===== config.mk =====
export PLATFORM = sky130hd
export DESIGN_NAME = tsl_status_bank
export DESIGN_NICKNAME = d
export VERILOG_FILES = /design/src/tsl_pkg.sv /design/src/tsl_flag.sv /design/src/tsl_timer_low.sv /design/src/tsl_status_bank.sv
export SDC_FILE = /design/constraint.sdc
export NUM_CORES = 1
export LEC_CHECK = 0
export BUFFER_PORTS_ARGS = -buffer_cell sky130_fd_sc_hd__clkbuf_2
export CAP_MARGIN = 0
export CORE_UTILIZATION = 43
export DETAILED_ROUTE_END_ITERATION = 16
export PLACE_DENSITY = 0.8
export SYNTH_ARGS = -nofsm -noshare
export SYNTH_HDL_FRONTEND = slang
export SYNTH_SLANG_ARGS = --single-unit

===== constraint.sdc =====
create_clock -name clk -period 1.41 [get_ports clk]
set_clock_uncertainty 0.2 [all_clocks]
set_input_delay 0.2115 -clock clk [delete_from_list [all_inputs] [get_ports clk]]
set_output_delay 0.2115 -clock clk [all_outputs]
set_load 0.1 [all_outputs]

===== src/tsl_pkg.sv =====
// Purpose: shared constants and carriers for the transceiver status bank
// Assumes: 8-bit processor register space, main and alternate banks
// Notes: register indices are the processor's register numbers
package tsl_pkg;
    // register indices
    localparam logic [4:0] TSL_ALT_STATUS_IDX = 5'h05;
    localparam logic [4:0] TSL_MAIN_TIMER_LOW_IDX = 5'h1c;
    localparam logic [4:0] TSL_MAIN_RX_DATA_IDX = 5'h02;
    localparam logic [4:0] TSL_MAIN_ERR_CODE_IDX = 5'h03;
    // status bit positions
    localparam int TSL_BIT_TX_FULL = 7;
    localparam int TSL_BIT_TX_ACTIVE = 6;
    localparam int TSL_BIT_RX_ERROR = 5;
    localparam int TSL_BIT_RX_ACTIVE = 4;
    localparam int TSL_BIT_DATA_AVAIL = 3;
    localparam int TSL_BIT_FIFO_UPPER = 0;
    // sticky flag indices inside the bank
    localparam int TSL_FLAG_ERR = 0;
    localparam int TSL_FLAG_ACT = 1;
    localparam int TSL_FLAG_DAV = 2;
    localparam int TSL_NUM_FLAGS = 3;
    // reset values and sizes
    localparam logic [7:0] TSL_TIMER_LOW_RESET = 8'h00;
    localparam logic [7:0] TSL_RD_RESET = 8'h00;
    localparam int TSL_TX_FIFO_DEPTH = 3;
    localparam int TSL_RX_WORD_W = 11;

    // processor register access, one cycle strobes
    typedef struct packed {
        logic rd;
        logic wr;
        logic alt;
        logic [4:0] idx;
        logic [7:0] wdata;
    } tsl_bus_req_type;

    // receiver events and the receive fifo top word
    typedef struct packed {
        logic start;
        logic eom;
        logic err;
        logic word_valid;
        logic [TSL_RX_WORD_W-1:0] top_word;
    } tsl_rx_evt_type;
endpackage


===== src/tsl_flag.sv =====
// Purpose: one sticky status flag with set and clear
// Assumes: set and clear are one-cycle pulses or levels
// Notes: set wins over clear so no event is lost
`timescale 1ns/1ps
`default_nettype none
module tsl_flag (
    input wire logic clk,  // core clock
    input wire logic rstn, // async reset, low
    input wire logic set,  // event sets flag
    input wire logic clr,  // clear request
    output logic q         // flag value
);
    typedef struct packed {
        logic flag;
    } tsl_flag_state_type;

    tsl_flag_state_type st_ff;
    tsl_flag_state_type nxt_st;

    // set dominates so an event in the clearing cycle survives
    always_comb begin
        nxt_st = st_ff;
        if (set) begin
            nxt_st.flag = 1'b1;
        end else if (clr) begin
            nxt_st.flag = 1'b0;
        end
    end

    // state register
    always_ff @(posedge clk or negedge rstn) begin
        if (!rstn) begin
            st_ff <= '0;
        end else begin
            st_ff <= nxt_st;
        end
    end

    assign q = st_ff.flag;
endmodule // tsl_flag
`default_nettype wire


===== src/tsl_timer_low.sv =====
// Purpose: low byte of the processor timer, readable and loadable
// Assumes: run is a level from the timer control
// Notes: carry pulses on wrap so the high byte can count
`timescale 1ns/1ps
`default_nettype none
module tsl_timer_low (
    input wire logic clk,        // core clock
    input wire logic rstn,       // async reset, low
    input wire logic run,        // count enable level
    input wire logic load,       // processor write strobe
    input wire logic [7:0] wdata, // value to load
    output logic [7:0] count,    // current low byte
    output logic carry           // wrap pulse
);
    import tsl_pkg::*;

    typedef struct packed {
        logic [7:0] cnt;
        logic carry;
    } tsl_timer_state_type;

    tsl_timer_state_type st_ff;
    tsl_timer_state_type nxt_st;

    // a write wins over counting so software sees its own value
    always_comb begin
        nxt_st = st_ff;
        nxt_st.carry = 1'b0;
        if (load) begin
            nxt_st.cnt = wdata;
        end else if (run) begin
            nxt_st.cnt = st_ff.cnt + 8'h01;
            nxt_st.carry = (st_ff.cnt == 8'hff);
        end
    end

    // state register
    always_ff @(posedge clk or negedge rstn) begin
        if (!rstn) begin
            st_ff <= '{cnt: TSL_TIMER_LOW_RESET, carry: 1'b0};
        end else begin
            st_ff <= nxt_st;
        end
    end

    assign count = st_ff.cnt;
    assign carry = st_ff.carry;
endmodule // tsl_timer_low
`default_nettype wire


===== src/tsl_status_bank.sv =====
// Purpose: transceiver status register and timer low byte in the
//          processor register space
// Assumes: receiver and transmitter give event pulses and levels
//          synchronous to clk
// Notes: read data is registered, valid one cycle after the strobe
//
// Summary of operation
// - Status is an 8-bit read-only register at alternate index 5.
// - Transmit-full bit is high while transmit fifo holds max entries.
// - Transmitter-active bit follows tx_sending, not the transmitter-active output.
// - Transmitter-active bit still reports sending during loopback.
// - Receiver-error bit sets on any reception error.
// - Receiver-error clears on error code read or transceiver reset.
// - Receiver-active bit sets on a valid starting sequence.
// - Receiver-active clears on end of message or receive error.
// - In 5250 modes receiver-active clears with the line-active flag.
// - Data-available sets when valid received data is presented.
// - Data-available clears on receive data read or receive error.
// - Status bits 2..0 show upper three bits of fifo top word.
// - Main index 28 is the read/write timer low byte.
`timescale 1ns/1ps
`default_nettype none
module tsl_status_bank #(
    parameter int TX_FIFO_DEPTH = tsl_pkg::TSL_TX_FIFO_DEPTH,
    parameter int CNT_W = $clog2(TX_FIFO_DEPTH + 1)
) (
    input wire logic clk,                       // core clock, 20 MHz
    input wire logic rstn,                      // async reset, low
    input wire tsl_pkg::tsl_bus_req_type bus_req, // register access
    input wire tsl_pkg::tsl_rx_evt_type rx_evt, // receiver events
    input wire logic [CNT_W-1:0] tx_fifo_count, // transmit entries
    input wire logic tx_sending,                // serial data going out
    input wire logic loopback_en,               // internal loopback
    input wire logic transceiver_reset_bit,     // transceiver reset
    input wire logic line_active_flag,          // line activity
    input wire logic mode_5250,                 // 5250 protocol chosen
    input wire logic timer_run,                 // timer count enable
    output logic [7:0] rd_data,                 // read data
    output logic rd_hit,                        // read was decoded here
    output logic tx_active_output,              // transmitter pin
    output logic rx_fifo_pop,                   // receive word consumed
    output logic timer_low_carry                // low byte wrapped
);
    import tsl_pkg::*;

    typedef struct packed {
        logic [7:0] rd_data;
        logic rd_hit;
        logic tx_active_pin;
        logic tx_active_flag;
        logic tx_fifo_full;
        logic [2:0] rx_upper;
        logic rx_pop;
    } tsl_bank_state_type;

    tsl_bank_state_type st_ff;
    tsl_bank_state_type nxt_st;

    logic [TSL_NUM_FLAGS-1:0] flag_set;
    logic [TSL_NUM_FLAGS-1:0] flag_clr;
    logic [TSL_NUM_FLAGS-1:0] flag_q;
    logic [7:0] status_word;
    logic [7:0] timer_count;
    logic rd_status;
    logic rd_rx_data;
    logic rd_err_code;
    logic rd_timer;
    logic wr_timer;
    logic ra_line_clr;

    // address decode of the two banks
    always_comb begin
        rd_status = bus_req.rd && bus_req.alt &&
                    (bus_req.idx == TSL_ALT_STATUS_IDX);
        rd_rx_data = bus_req.rd && !bus_req.alt &&
                     (bus_req.idx == TSL_MAIN_RX_DATA_IDX);
        rd_err_code = bus_req.rd && !bus_req.alt &&
                      (bus_req.idx == TSL_MAIN_ERR_CODE_IDX);
        rd_timer = bus_req.rd && !bus_req.alt &&
                   (bus_req.idx == TSL_MAIN_TIMER_LOW_IDX);
        wr_timer = bus_req.wr && !bus_req.alt &&
                   (bus_req.idx == TSL_MAIN_TIMER_LOW_IDX);
    end

    // in 5250 modes a dropping line clears receiver-active with it
    assign ra_line_clr = mode_5250 && !line_active_flag;

    // event and clear sources of the sticky flags
    always_comb begin
        flag_set = '0;
        flag_clr = '0;
        flag_set[TSL_FLAG_ERR] = rx_evt.err;
        flag_clr[TSL_FLAG_ERR] = rd_err_code ||
                                 transceiver_reset_bit;
        flag_set[TSL_FLAG_ACT] = rx_evt.start;
        flag_clr[TSL_FLAG_ACT] = rx_evt.eom || rx_evt.err ||
                                 ra_line_clr;
        flag_set[TSL_FLAG_DAV] = rx_evt.word_valid;
        flag_clr[TSL_FLAG_DAV] = rd_rx_data || rx_evt.err;
    end

    // one sticky flag per receiver status bit
    for (genvar i = 0; i < TSL_NUM_FLAGS; i++) begin : g_flag
        tsl_flag u_flag (
            .clk(clk),
            .rstn(rstn),
            .set(flag_set[i]),
            .clr(flag_clr[i]),
            .q(flag_q[i])
        );
    end

    // timer low byte lives in its own small counter
    tsl_timer_low u_timer (
        .clk(clk),
        .rstn(rstn),
        .run(timer_run),
        .load(wr_timer),
        .wdata(bus_req.wdata),
        .count(timer_count),
        .carry(timer_low_carry)
    );

    // status word as software sees it
    always_comb begin
        status_word = '0;
        status_word[TSL_BIT_TX_FULL] = st_ff.tx_fifo_full;
        status_word[TSL_BIT_TX_ACTIVE] = st_ff.tx_active_flag;
        status_word[TSL_BIT_RX_ERROR] = flag_q[TSL_FLAG_ERR];
        status_word[TSL_BIT_RX_ACTIVE] = flag_q[TSL_FLAG_ACT];
        status_word[TSL_BIT_DATA_AVAIL] = flag_q[TSL_FLAG_DAV];
        status_word[TSL_BIT_FIFO_UPPER +: 3] = st_ff.rx_upper;
    end

    // next state; status writes have no decode so they fall away
    always_comb begin
        nxt_st = st_ff;
        nxt_st.tx_fifo_full =
            (tx_fifo_count == CNT_W'(TX_FIFO_DEPTH));
        // flag keeps tracking while the pin is silenced
        nxt_st.tx_active_flag = tx_sending;
        nxt_st.tx_active_pin = tx_sending && !loopback_en;
        nxt_st.rx_upper = rx_evt.top_word[10:8];
        nxt_st.rx_pop = rd_rx_data;
        nxt_st.rd_hit = rd_status || rd_rx_data || rd_timer;
        nxt_st.rd_data = TSL_RD_RESET;
        if (rd_status) begin
            nxt_st.rd_data = status_word;
        end else if (rd_rx_data) begin
            nxt_st.rd_data = rx_evt.top_word[7:0];
        end else if (rd_timer) begin
            nxt_st.rd_data = timer_count;
        end
    end

    // state register
    always_ff @(posedge clk or negedge rstn) begin
        if (!rstn) begin
            st_ff <= '{rd_data: TSL_RD_RESET, default: '0};
        end else begin
            st_ff <= nxt_st;
        end
    end

    assign rd_data = st_ff.rd_data;
    assign rd_hit = st_ff.rd_hit;
    assign tx_active_output = st_ff.tx_active_pin;
    assign rx_fifo_pop = st_ff.rx_pop;
endmodule // tsl_status_bank
`default_nettype wire


## Word level (Yosys, flattened, before mapping)

Cells that the tools add are included.

| word-level totals | value |
|---|---|
| bits in registers | 28 |
| latch bits | 0 |
| bits in writable memories | 0 |
| ROM bits | 0 |
| bits of input ports | 41 |
| output and inout port bits | 12 |
| logic and storage cells | 54 |
| memories kept | 0 |

| cells by class | value |
|---|---|
| add/sub/neg operators | 1 |
| $mul | 0 |
| div/mod/pow operators | 0 |
| $lt $le $gt $ge | 0 |
| equality and inequality tests | 6 |
| shift operators | 0 |
| multiplexer cells | 12 |
| bitwise operators | 0 |
| reductions and logical operators | 23 |

Operators with widths:

| kind | count |
|---|---|
| $mux W8 | 4 |
| $eq A5 B2 Y1 const B | 2 |
| $logic_and A1 B1 Y1 | 10 |
| $mux W9 | 1 |
| $add A8 B1 Y8 const B | 1 |
| $eq A8 B8 Y1 const B | 1 |
| $reduce_bool A2 Y1 | 4 |
| $mux W1 | 7 |
| $logic_or A1 B1 Y1 | 6 |
| $eq A5 B3 Y1 const B | 1 |
| $eq A5 B5 Y1 const B | 1 |
| $logic_not A1 Y1 | 3 |
| $eq A2 B2 Y1 const B | 1 |

## Longest topological paths before layout

Gate-level depths: netlist of run 1.

| logic depth | value |
|---|---|
| word-level depth | 6 |
| mapped depth | 4 |

## Modules after synthesis

From an unflattened synthesis of run 1, not the netlist that was laid out.

| second synthesis, totals | value |
|---|---|
| cell total of the unflattened synthesis | 134 |
| area total of the unflattened synthesis | 1348.8 um^2 |

By module, submodules not included:

| module | instances | cells each | area an instance (um^2) | seq. area each (um^2) |
|---|---|---|---|---|
| tsl_status_bank | 1 | 73 | 759.5 | 400.4 |
| tsl_timer_low | 1 | 52 | 480.5 | 225.2 |
| tsl_flag | 3 | 3 | 36.3 | 25.0 |

## Worst setup path after synthesis of run 1

No wires, ideal clock.

| timing | value |
|---|---|
| path kind | input to register |
| from | input bus_req[8] in the netlist's numbering |
| to | register u_timer.st_ff (netlist bit u_timer.count[0]) |
| setup time | 125 ps |
| data arrival time | 1207 ps |
| data required time | 1085 ps |
| setup slack | -122 ps |
| cell stages on the path | 4 |
| buffers on the path | 1 |
| cells stage by stage | nand4bb_4 > or3_1 > buf_6 > mux2_4 |

| on the way | value |
|---|---|
| longest elaborated chain between the ends | 3 |
| elaborated cells between the ends (all ways) | 4 |

RTL lines:

| item | line | text |
|---|---|---|
| start, declared | tsl_status_bank.sv:29 | `input wire tsl_pkg::tsl_bus_req_type bus_req,` |
| $eq A5 B5 Y1 (*) | tsl_status_bank.sv:82 | `(bus_req.idx == TSL_MAIN_TIMER_LOW_IDX);` |
| $logic_and A1 B1 Y1 (*) | tsl_status_bank.sv:81 | `wr_timer = bus_req.wr && !bus_req.alt &&` |
| $mux W8 / $reduce_bool A2 Y1 (equally long branches) | n/a |  |
| end signal, assigned | tsl_timer_low.sv:40 | `st_ff <= '{cnt: TSL_TIMER_LOW_RESET, carry: 1'b0};` |
| end signal, assigned | tsl_timer_low.sv:42 | `st_ff <= nxt_st;` |
| end, declared | tsl_timer_low.sv:22 | `tsl_timer_state_type st_ff;` |

Mark *: on every way between the ends. The rest lies on a longest branch, timed or not.
A chain may end at the register's enable or synchronous reset.

## Final worst setup path of run 1

| timing | value |
|---|---|
| from | register u_timer.st_ff (netlist bit u_timer.count[0]) |
| to | register u_timer.st_ff (netlist bit u_timer.count[4]) |

| on the way | value |
|---|---|
| longest elaborated chain between the ends | 3 |

RTL lines:

| item | line | text |
|---|---|---|
| $add A8 B1 Y8 | tsl_timer_low.sv:32 | `nxt_st.cnt = st_ff.cnt + 8'h01;` |
| $mux W9 | tsl_timer_low.sv:31 | `end else if (run) begin` |
| $mux W8 | tsl_timer_low.sv:29 | `if (load) begin` |

No other way between the ends. The select of a mux whose other input is x is not followed.

==> results.yml, run 1 <==
clock_network:
  cts_max_level: 1
  cts_buffers: 3
  root_buffer: "clkbuf_4"
  clk_latency_ns: 0.34
  clk_pin_slew_ns: 0.15
  clock_path_buffers: 2
  cts.sinks: 28
  cts_tree: "done"
global_route:
  grt_pass1_wl_mm: 6.06
  grt_usage_pct: 24.5
  grtUsageMet1_pct: 27.3
  grt.met2_usage_pct: 45.3
  antenna_found_initial: 0
  grt_max_degree: 29
  grt_util_met3_pct: 2.90
  grt_most_used_layer: "met2"
  grt_pass1_vias: 1357
  grt_overflow: 0
drt:
  vias: 1302
  drc: 2
  routed_wl_mm: 3.82
  wl_per_cell_um: 15.5
  postRouteAntennaNets: 0
  vias_per_cell: 5.29
  drtIter0Drc: 45
  dr.pass1.iters: 10
synth:
  syn-mean-instance-area_um2: 11.2
  syn_nets: 162
  ys_seq_area_share_pct: 52.0
  ys_warn_count: 0
  netlist_area_um2: 1350
  yosys.area.top_type_share_pct: 52.0
  synth_top_cell_by_area: "dfrtp_1"
  synth_cells: 120
  yosys-top-cells-area: "dfrtp_1 52%, a221o_1 5.9%, buf_4 4.5%"
  ys_ff_latch: 28
  ys_types: 33
floorplanning:
  start_util_pct: 47.2
  fp.dieW_um: 58.0
  fp.coreArea_um2: 2850
  fp-row-count: 19
  fp.dieH_um: 58.0
  fp.dieArea_um2: 3360
  ios: 53
setup_path:
  crit_chain: "ha_4, nand4_1, xnor2_1, mux2_4"
  crit_path_end_kind: "flip-flop"
  cp_num_cells: 4
  worstRegToRegCells: 4
  cp-start-kind: "flip-flop"
  worstPathRequired_ns: 1.45
  crit_type: "reg2reg"
  cp_slowest_cell: "dfrtp_1"
  critical_path_arrival_ns: 1.55
  crit_fanout: 3
  crit_buf_inv: 0
  cp_top_family: "flip-flops"
  critPathMaxStageDelay_ns: 0.47
flow_run:
  max_cap_viol_count: 0
sta:
  tns_ns: -0.321
  rsz0062_at_grt: "true"
  maxSlewViolCount: 0
  setup_violations: 5
  period_needed_ns: 1.51
  fmax_mhz: 662
  relSlewSlack_pct: 54.8
  worst_slew_pin_slew_ns: 0.678
  period_share_pct: 107
  hold_viol: 0
  worst_slack_ns: -0.0995
place:
  dp.final_hpwl_mm: 2.46
  port_buffers: 52
  gp_congestion: 0.807
power_and_ir_drop:
  ir_drop_uv: 654
  clkPwrFrac_pct: 17.0
  seqPwrFrac_pct: 46.9
  internal_power_uw: 1620
  switchingPower_uw: 738
  leakage_uw: 0.00109
  p_comb_share_pct: 36.1
  p_sw_share_pct: 31.4
  powerDensity_nw_per_um2: 1040
hold_path:
  whs_path_depth: 3
  hold_class: "in2reg"
cells_and_area:
  final_util_pct: 79.0
  nNetsFinal: 258
  antenna_cells: 0
  drive_above_1_share_pct: 40.5
  area_growth_pct: 67.3
outcome:
  failed_checks: "DRC, setup timing"
  status: "finished, violations left"
[placed cells by master (no fill, tap or decap), drive strengths merged, types with 2 or more instances in the layout]
cell         Yosys  final
nor2             4      4
a31oi            3      3
nand2b           3      3
o31ai            2      2
mux2             4      4
buf             11     33
nor3             9      9
o21ai            3      3
clkbuf           1     44
dlygate4sd3      0     30
nand4            3      3
nand4bb          2      2
xnor2            3      3
dfrtp           28     28
nor4             5      5
or3              5      5
nand3            2      2
nand2            2      2
inv             12     12
a221o            8      8
[registers in the layout, summed over array words and instances (netlist names)]
| register | count |
|---|---|
| tx_active_output | 1 |
| g_flag.u_flag.q | 3 |
| rx_fifo_pop | 1 |
| u_timer.count | 8 |
| st_ff | 5 |
| rd_data | 8 |
| rd_hit | 1 |
| u_timer.carry | 1 |
[cells by family (layout without fill, tap and decap cells)]
family | count (synthesis) | after routing | share of synthesized area (%)
AOI/OAI and AO/OA | 18 | 18 | 10.6
xor gates and xnor gates | 4 | 4 | 2.60
adders and majority gates | 1 | 1 | 0.928
buffers and inverters | 24 | 119 | 9.66
DFF | 28 | 28 | 52.0
muxes | 5 | 5 | 5.20
and+or+nand+nor | 40 | 40 | 19.0
[worst register-to-register path: cells and delay by family (launching register included)]
kind / cells / cell delay (ns)
muxes: 1 / 0.26
DFF: 1 / 0.47
and+or+nand+nor: 1 / 0.14
adders and majority gates: 1 / 0.18
xor gates and xnor gates: 1 / 0.17
[layout make-up]
cell class / instances / area (um2)
timing repair buffer: 103 / 898
multi-input combinational: 68 / 534
inverter: 12 / 45.0
fill: 163 / 598
tap: 31 / 38.8
clock buffer: 4 / 36.3
sequential: 28 / 702
[worst paths after layout]
check	to	slack [ns]	startpoint
worst max register to register	u_timer.count[4]	-0.1	u_timer.count[0]
worst min-delay path	g_flag[1].u_flag.q	0.05	rx_evt[13]
worst max-delay path	u_timer.count[4]	-0.1	u_timer.count[0]
min in group asynchronous	st_ff[4]	0.25	rstn
max in group asynchronous	u_timer.count[3]	0.28	rstn
worst min register to register	g_flag[1].u_flag.q	0.35	g_flag[1].u_flag.q
[per-layer routing]
| layer | up-vias | wire length (um) |
|---|---|---|
| met2 | 58 | 2040 |
| met4 | 0 | 93 |
| li1 | 618 | - |
| met5 | - | 0 |
| met3 | 8 | 209 |
| met1 | 618 | 1470 |
[metrics by stage]
step	hold WS, ns	area (um2)	setup WS [ns]	total power, uW	cells
2_1_floorplan	-0.284	1350	-0.122	1430	120
6_report	0.0454	2250	-0.0995	2350	246
3_5_place_dp	0.0788	1870	-0.309	1760	208
4_1_cts	0.00303	2220	-0.0991	2240	244
3_3_place_gp	0.0583	1870	-0.256	1710	208
5_1_grt	0.0529	2250	-0.153	2480	246
[power groups by stage]
| stage | combinational (uW) | clock, uW | sequential (uW) |
|---|---|---|---|
| floorplan | 352 | 0 | 1070 |
| global placement | 628 | 0 | 1080 |
| detailed placement | 669 | 0 | 1090 |
| CTS | 771 | 397 | 1070 |
| global route | 927 | 431 | 1120 |
| finish | 850 | 399 | 1100 |
[synth_stat cells]
cell        n
a21oi_1     1
a221o_1     8
a31o_2      1
a31oi_1     3
and2_1      1
and3_1      1
buf_2       2
buf_4       8
buf_6       1
clkbuf_1    1
dfrtp_1    28
ha_1        1
inv_1      12
mux2_4      4
mux2i_1     1
nand2_1     2
nand2b_1    3
nand3_1     2
nand3b_1    1
nand4_1     3
nand4bb_1   1
nand4bb_4   1
nor2_1      4
nor2b_1     1
nor3_1      8
nor3_2      1
nor4_1      5
o21ai_0     3
o31ai_1     2
or3_1       5
or3b_1      1
xnor2_1     3
xor2_1      1
[what timing repair did]
action,in CTS,in global routing
setup endpoints to repair,4,6
hold buffers,30,0
buffers inserted,2,2
resized for setup,1,2
endpoints found under the hold margin,53,0
cloned,0,0
pin swaps,3,3
(Power assumes the default switching activity.)
==> run 2: changes to the inputs <==
--- a/config.mk
+++ b/config.mk
@@ -5,11 +5,12 @@
 export SDC_FILE = /design/constraint.sdc
 export NUM_CORES = 1
 export LEC_CHECK = 0
+export ABC_AREA = 1
 export BUFFER_PORTS_ARGS = -buffer_cell sky130_fd_sc_hd__clkbuf_2
 export CAP_MARGIN = 0
-export CORE_UTILIZATION = 43
+export CORE_UTILIZATION = 53
 export DETAILED_ROUTE_END_ITERATION = 16
-export PLACE_DENSITY = 0.8
+export PLACE_DENSITY = 0.89
 export SYNTH_ARGS = -nofsm -noshare
 export SYNTH_HDL_FRONTEND = slang
 export SYNTH_SLANG_ARGS = --single-unit
==> constraint.sdc (replaced) <==
create_clock -name clk -period 1.93 [get_ports clk]
set_clock_uncertainty 0.2 [all_clocks]
set_input_delay 0.2895 -clock clk [delete_from_list [all_inputs] [get_ports clk]]
set_output_delay 0.2895 -clock clk [all_outputs]
set_load 0.1 [all_outputs]
==> run 2 against run 1 <==
The flow now finishes without violations. Combinational power is 59% lower. First-iteration DRC count is 29% lower. Via count is 8.8% higher. Design area is 12% lower. Flip-flop and latch count stayed put. Critical path depth is 3 lower. Sequential share of layout area is 4.2 points higher. Core utilization is 1.9 points lower.
==> results.yml, run 2 <==
setup_path:
  cp-start-kind: "flip-flop"
  crit_path_end_kind: "output pin"
  worstPathRequired_ns: 1.44
  critPathMaxStageDelay_ns: 0.46
  cp_slowest_cell: "clkbuf_2"
  cp_top_family: "buffers and inverters"
  crit_type: "reg2out"
  crit_chain: "clkbuf_2"
  critical_path_arrival_ns: 1.18
  crit_buf_inv: 1
  crit_fanout: 1
clock_network:
  cts_buffers: 3
  cts-resized-gates: 0
  cts_max_level: 1
  cts_tree: "done"
  clk_latency_ns: 0.33
  root_buffer: "clkbuf_4"
  clock_path_buffers: 2
  clk_pin_slew_ns: 0.15
  cts.sinks: 28
cells_and_area:
  area_growth_pct: 33.6
  antenna_cells: 0
  final_cells: 282
  final_util_pct: 77.1
  nNetsFinal: 295
  final_common_cell: "clkbuf_2"
  drive_above_1_share_pct: 27.0
  most-common-layout-cells: "52 x clkbuf_2, 51 x nand2_1, 28 x dfrtp_1, 25 x inv_1, 23 x dlygate4sd3_1"
sta:
  rsz0062_at_grt: "false"
  worst_slew_pin_slew_ns: 0.685
  fmax_mhz: 600
  maxSlewViolCount: 0
  period_needed_ns: 1.67
  tns_ns: 0
  setup_violations: 0
  worst_slack_ns: 0.263
  period_share_pct: 86.4
  holdWs_ns: 0.0116
  relSlewSlack_pct: 54.3
  hold_viol: 0
global_route:
  grt_max_degree: 29
  grt_overflow: 0
  grt_pass1_wl_mm: 5.61
  antenna_found_initial: 0
  grt_usage_pct: 27.5
  grt_pass1_vias: 1289
synth:
  synth_cells: 183
  yosys.area.top_type_share_pct: 47.3
  ys_types: 22
  yosys-top-cells-area: "dfrtp_1 47%, nand2_1 13%, nand3_1 7.4%"
  syn-mean-instance-area_um2: 8.10
  synth_edf_count: 0
  ys_top_cells_by_count: "51 x nand2_1, 28 x dfrtp_1, 25 x inv_1"
  netlist_area_um2: 1480
  ys_seq_area_share_pct: 47.3
  yosysMostFrequentCell: "nand2_1"
  synth_top_cell_by_area: "dfrtp_1"
  ys_warn_count: 0
  async_flop_share_pct: 100
  ys_ff_latch: 28
  syn_nets: 225
  ys.flop_type: "dfrtp_1"
floorplanning:
  ios: 53
  fp.dieArea_um2: 3010
  fp.dieW_um: 54.9
  fp.dieH_um: 54.9
  start_util_pct: 57.7
  fp-row-count: 18
  fp.coreArea_um2: 2570
power_and_ir_drop:
  powerDensity_nw_per_um2: 759
  leakage_uw: 0.00109
  ir_drop_uv: 744
drt:
  vias_per_cell: 5.02
  routed_wl_mm: 3.55
  wl_per_cell_um: 12.6
  dr.pass1.iters: 5
  drc: 0
  vias: 1417
  drtIter0Drc: 32
  postRouteAntennaNets: 0
hold_path:
  hold_class: "in2reg"
place:
  gp_congestion: 0.843
  dp.final_hpwl_mm: 2.29
  pre_cts_slack_ns: 0.451
  port_buffers: 52
  place_inst: 255
outcome:
  status: "complete, no violations"
flow_run:
  max_cap_viol_count: 0
==> run 2: cell count changes after synthesis, sizes merged, moves of 6 or more <==
cell   change
inv       +14
nand2     +52
a221o      -8
nand4      +6
nand3     +22
nor2      +14
==> run 2: path summary, 6_finish.rpt <==
check,start,cells past startpoint,end,slack (ns)
worst max-delay path,rd_data[5],1,rd_data[5],0.26
worst min-delay path,bus_req[4],3,u_timer.count[4],0.01
worst max register to register,u_timer.count[0],6,u_timer.count[2],0.49
worst min register to register,st_ff[3],2,rd_data[2],0.28
max in group asynchronous,rstn,2,st_ff[5],0.80
min in group asynchronous,rstn,2,u_timer.count[1],0.30
==> run 2: logic make-up (layout without fill, tap and decap cells) <==
kind of cell             after synthesis  after routing  synth area share (%)
adder cells (fa/ha/maj)                1              1                 0.844
buffers and inverters                 36            105                  12.2
flip-flops                            28             28                  47.3
AND/OR/NAND/NOR                      109            109                  35.9
AO/OA/AOI/OAI                          9              9                  3.80
==> run 2: layer usage <==
layer / part of all wire, % / wire, um / GRT usage, % / up-vias
li1: - / - / - / 712
met1: 39 / 1370 / 32.0 / 619
met2: 51 / 1800 / 46.8 / 72
met3: 6.2 / 219 / 4.37 / 14
met4: 4.6 / 165 / 17.5 / 0
met5: 0 / 0 / 0 / -
==> run 2: timing repair <==
action / CTS / global route
hold endpoints to repair: 48 / 0
buffers inserted: 0 / 0
hold buffers: 23 / 0
==> run 2: area by class of cell <==
| class | instances | area, um2 |
|---|---|---|
| sequential | 28 | 701 |
| multi-input combinational | 119 | 602 |
| fill | 182 | 587 |
| timing repair buffer | 75 | 490 |
| inverter | 26 | 97.6 |
| tap | 30 | 37.5 |
| clock inverter | 1 | 30.0 |
| clock buffer | 3 | 22.5 |
==> run 2: through the flow <==
stage | instance area (um2) | total power, uW
after CTS | 1980 | 1490
final | 1980 | 1500
after detailed placement | 1700 | 1080
after floorplan | 1480 | 958
after global placement | 1700 | 1070
after global routing | 1980 | 1590
==> run 2: where the power goes <==
| part | total (uW) | switching (uW) | internal, uW |
|---|---|---|---|
| sequential | 761 | 100 | 661 |
| clock | 390 | 180 | 210 |
| combinational | 352 | 200 | 153 |
==> run 3: changes to the inputs <==
--- a/config.mk
+++ b/config.mk
@@ -11,6 +11,7 @@
 export CORE_UTILIZATION = 53
 export DETAILED_ROUTE_END_ITERATION = 16
 export PLACE_DENSITY = 0.89
+export SKIP_LAST_GASP = 1
 export SYNTH_ARGS = -nofsm -noshare
 export SYNTH_HDL_FRONTEND = slang
 export SYNTH_SLANG_ARGS = --single-unit
==> constraint.sdc (replaced) <==
create_clock -name clk -period 2.15 [get_ports clk]
set_clock_uncertainty 0.2 [all_clocks]
set_input_delay 0.3225 -clock clk [delete_from_list [all_inputs] [get_ports clk]]
set_output_delay 0.3225 -clock clk [all_outputs]
set_load 0.1 [all_outputs]
==> run 3 against run 2 <==
Combinational power shrank 12%. Register-to-register slack gained 0.17 ns. Die area is the same. Critical path depth is the same. Sequential share of layout area grew 0.85 points. Hold slack lost 0.0049 ns. Non-clock buffer count shrank 3. Critical path type unchanged. Largest cell class unchanged.
==> results.yml, run 3 (same netlist as run 2, synthesis figures left out) <==
global_route:
  grt_usage_pct: 24.8
  antenna_found_initial: 0
  grt_pass1_vias: 1240
  grt_pass1_wl_mm: 5.22
  grt_max_degree: 29
  grt_overflow: 0
setup_path:
  r2r-end: "u_timer.count[6]"
  crit_fanout: 1
  crit_buf_inv: 1
  crit_path_end_kind: "output pin"
  worstPathRequired_ns: 1.63
  cp_top_family: "buffers and inverters"
  crit_start: "rd_data[5]"
  rr_startpoint: "u_timer.count[0]"
  reg2reg_slack_ns: 0.66
  cp_slowest_cell: "clkbuf_2"
  crit_type: "reg2out"
  critPathMaxStageDelay_ns: 0.46
  worstRegToRegCells: 7
  cp-start-kind: "flip-flop"
  critical_path_arrival_ns: 1.17
  crit_chain: "clkbuf_2"
clock_network:
  clk_latency_ns: 0.34
  clk_pin_slew_ns: 0.15
  cts.sinks: 28
  clock_path_buffers: 2
  root_buffer: "clkbuf_4"
  cts_tree: "done"
  cts_max_level: 1
  cts_setup_buffers: 0
  cts_buffers: 3
cells_and_area:
  nNetsFinal: 292
  multi_input_area_um2: 602
  drive_above_1_share_pct: 27.3
  most-common-layout-cells: "52 x clkbuf_2, 51 x nand2_1, 28 x dfrtp_1, 25 x inv_1, 22 x nand3_1"
  regArea_um2: 701
  area_growth_pct: 30.5
  antenna_cells: 0
  final_common_cell: "clkbuf_2"
  n_fill_cell: 199
place:
  port_buffers: 52
  dp.final_hpwl_mm: 2.36
  gp_congestion: 0.843
  pre_cts_slack_ns: 0.647
floorplanning:
  fp.dieW_um: 54.9
  fp-row-count: 18
  ios: 53
  start_util_pct: 57.7
  fp.coreArea_um2: 2570
  fp.dieH_um: 54.9
  fp.dieArea_um2: 3010
hold_path:
  hold_class: "in2reg"
  whs_path_depth: 3
  worstHoldEndpoint: "u_timer.count[5]"
  hp-start: "bus_req[5]"
sta:
  worst_slack_ns: 0.459
  rsz0062_at_grt: "false"
  setup_violations: 0
  hold_viol: 0
  worst_slew_pin_slew_ns: 0.676
  holdWs_ns: 0.00668
  relSlewSlack_pct: 54.9
  maxSlewViolCount: 0
  fmax_mhz: 591
  period_share_pct: 78.6
  period_needed_ns: 1.69
  tns_ns: 0
drt:
  vias: 1400
  wl_per_cell_um: 11.9
  dr.pass1.iters: 4
  postRouteAntennaNets: 0
  drtIter0Drc: 49
  drc: 0
  vias_per_cell: 5.02
  routed_wl_mm: 3.32
power_and_ir_drop:
  leakage_uw: 0.00107
  internal_power_uw: 830
  power_uw: 1250
  powerDensity_nw_per_um2: 649
  p_comb_share_pct: 24.7
  clkPwrFrac_pct: 20.8
  ir_drop_uv: 432
  switchingPower_uw: 424
  seqPwrFrac_pct: 54.5
  p_sw_share_pct: 33.8
flow_run:
  max_cap_viol_count: 0
outcome:
  status: "complete, no violations"
-- run 3: how the worst max path moves through the flow --
stage	slack, ns	endpoint	cells past startpoint
floorplan	0.74	rd_hit	0
global placement	0.67	rd_data[0]	8
detailed placement	0.65	rd_data[1]	8
CTS	0.45	rd_data[3]	1
global route	0.42	rd_data[0]	1
finish	0.46	rd_data[5]	1
-- run 3: worst min-delay path: stages --
cell      delay (ns)
clkbuf_2        0.08
nand4_1         0.08
nand2_1         0.05
-- run 3: stage by stage --
stage | std cells | utilization, % | instance area (um2)
finish | 279 | 75.3 | 1930
global route | 279 | 75.3 | 1930
CTS | 279 | 75.3 | 1930
detailed placement | 255 | 66.1 | 1700
global placement | 255 | 66.1 | 1700
floorplan | 183 | - | 1480
-- run 3: final cells by class --
cell class              count  share of cell area, %
well taps                  30                   1.94
multi-input cells         119                   31.1
inverters                  26                   5.05
clock buffers               4                   1.88
flip-flops and latches     28                   36.2
repair buffers             72                   23.8
-- run 3: timing repair --
item                                   4_1_cts  5_1_grt
setup endpoints to repair                    0        0
hold buffers                                20        0
gates resized for setup                      0        0
endpoints found under the hold margin       46        0
-- run 3: layer usage --
| layer | vias to the layer above | track usage (%) | part of all wire (%) |
|---|---|---|---|
| met5 | - | 0 | 0 |
| met4 | 0 | 5.00 | 0.42 |
| met3 | 2 | 6.01 | 5.9 |
| met2 | 58 | 44.4 | 51 |
| met1 | 631 | 30.2 | 42 |
| li1 | 709 | - | - |
-- run 3: power groups by stage --
stage	clock (uW)	sequential, uW	combinational, uW
finish	261	683	310
global route	283	689	355
CTS	266	680	309
detailed placement	0	689	281
global placement	0	686	271
floorplan	0	672	188
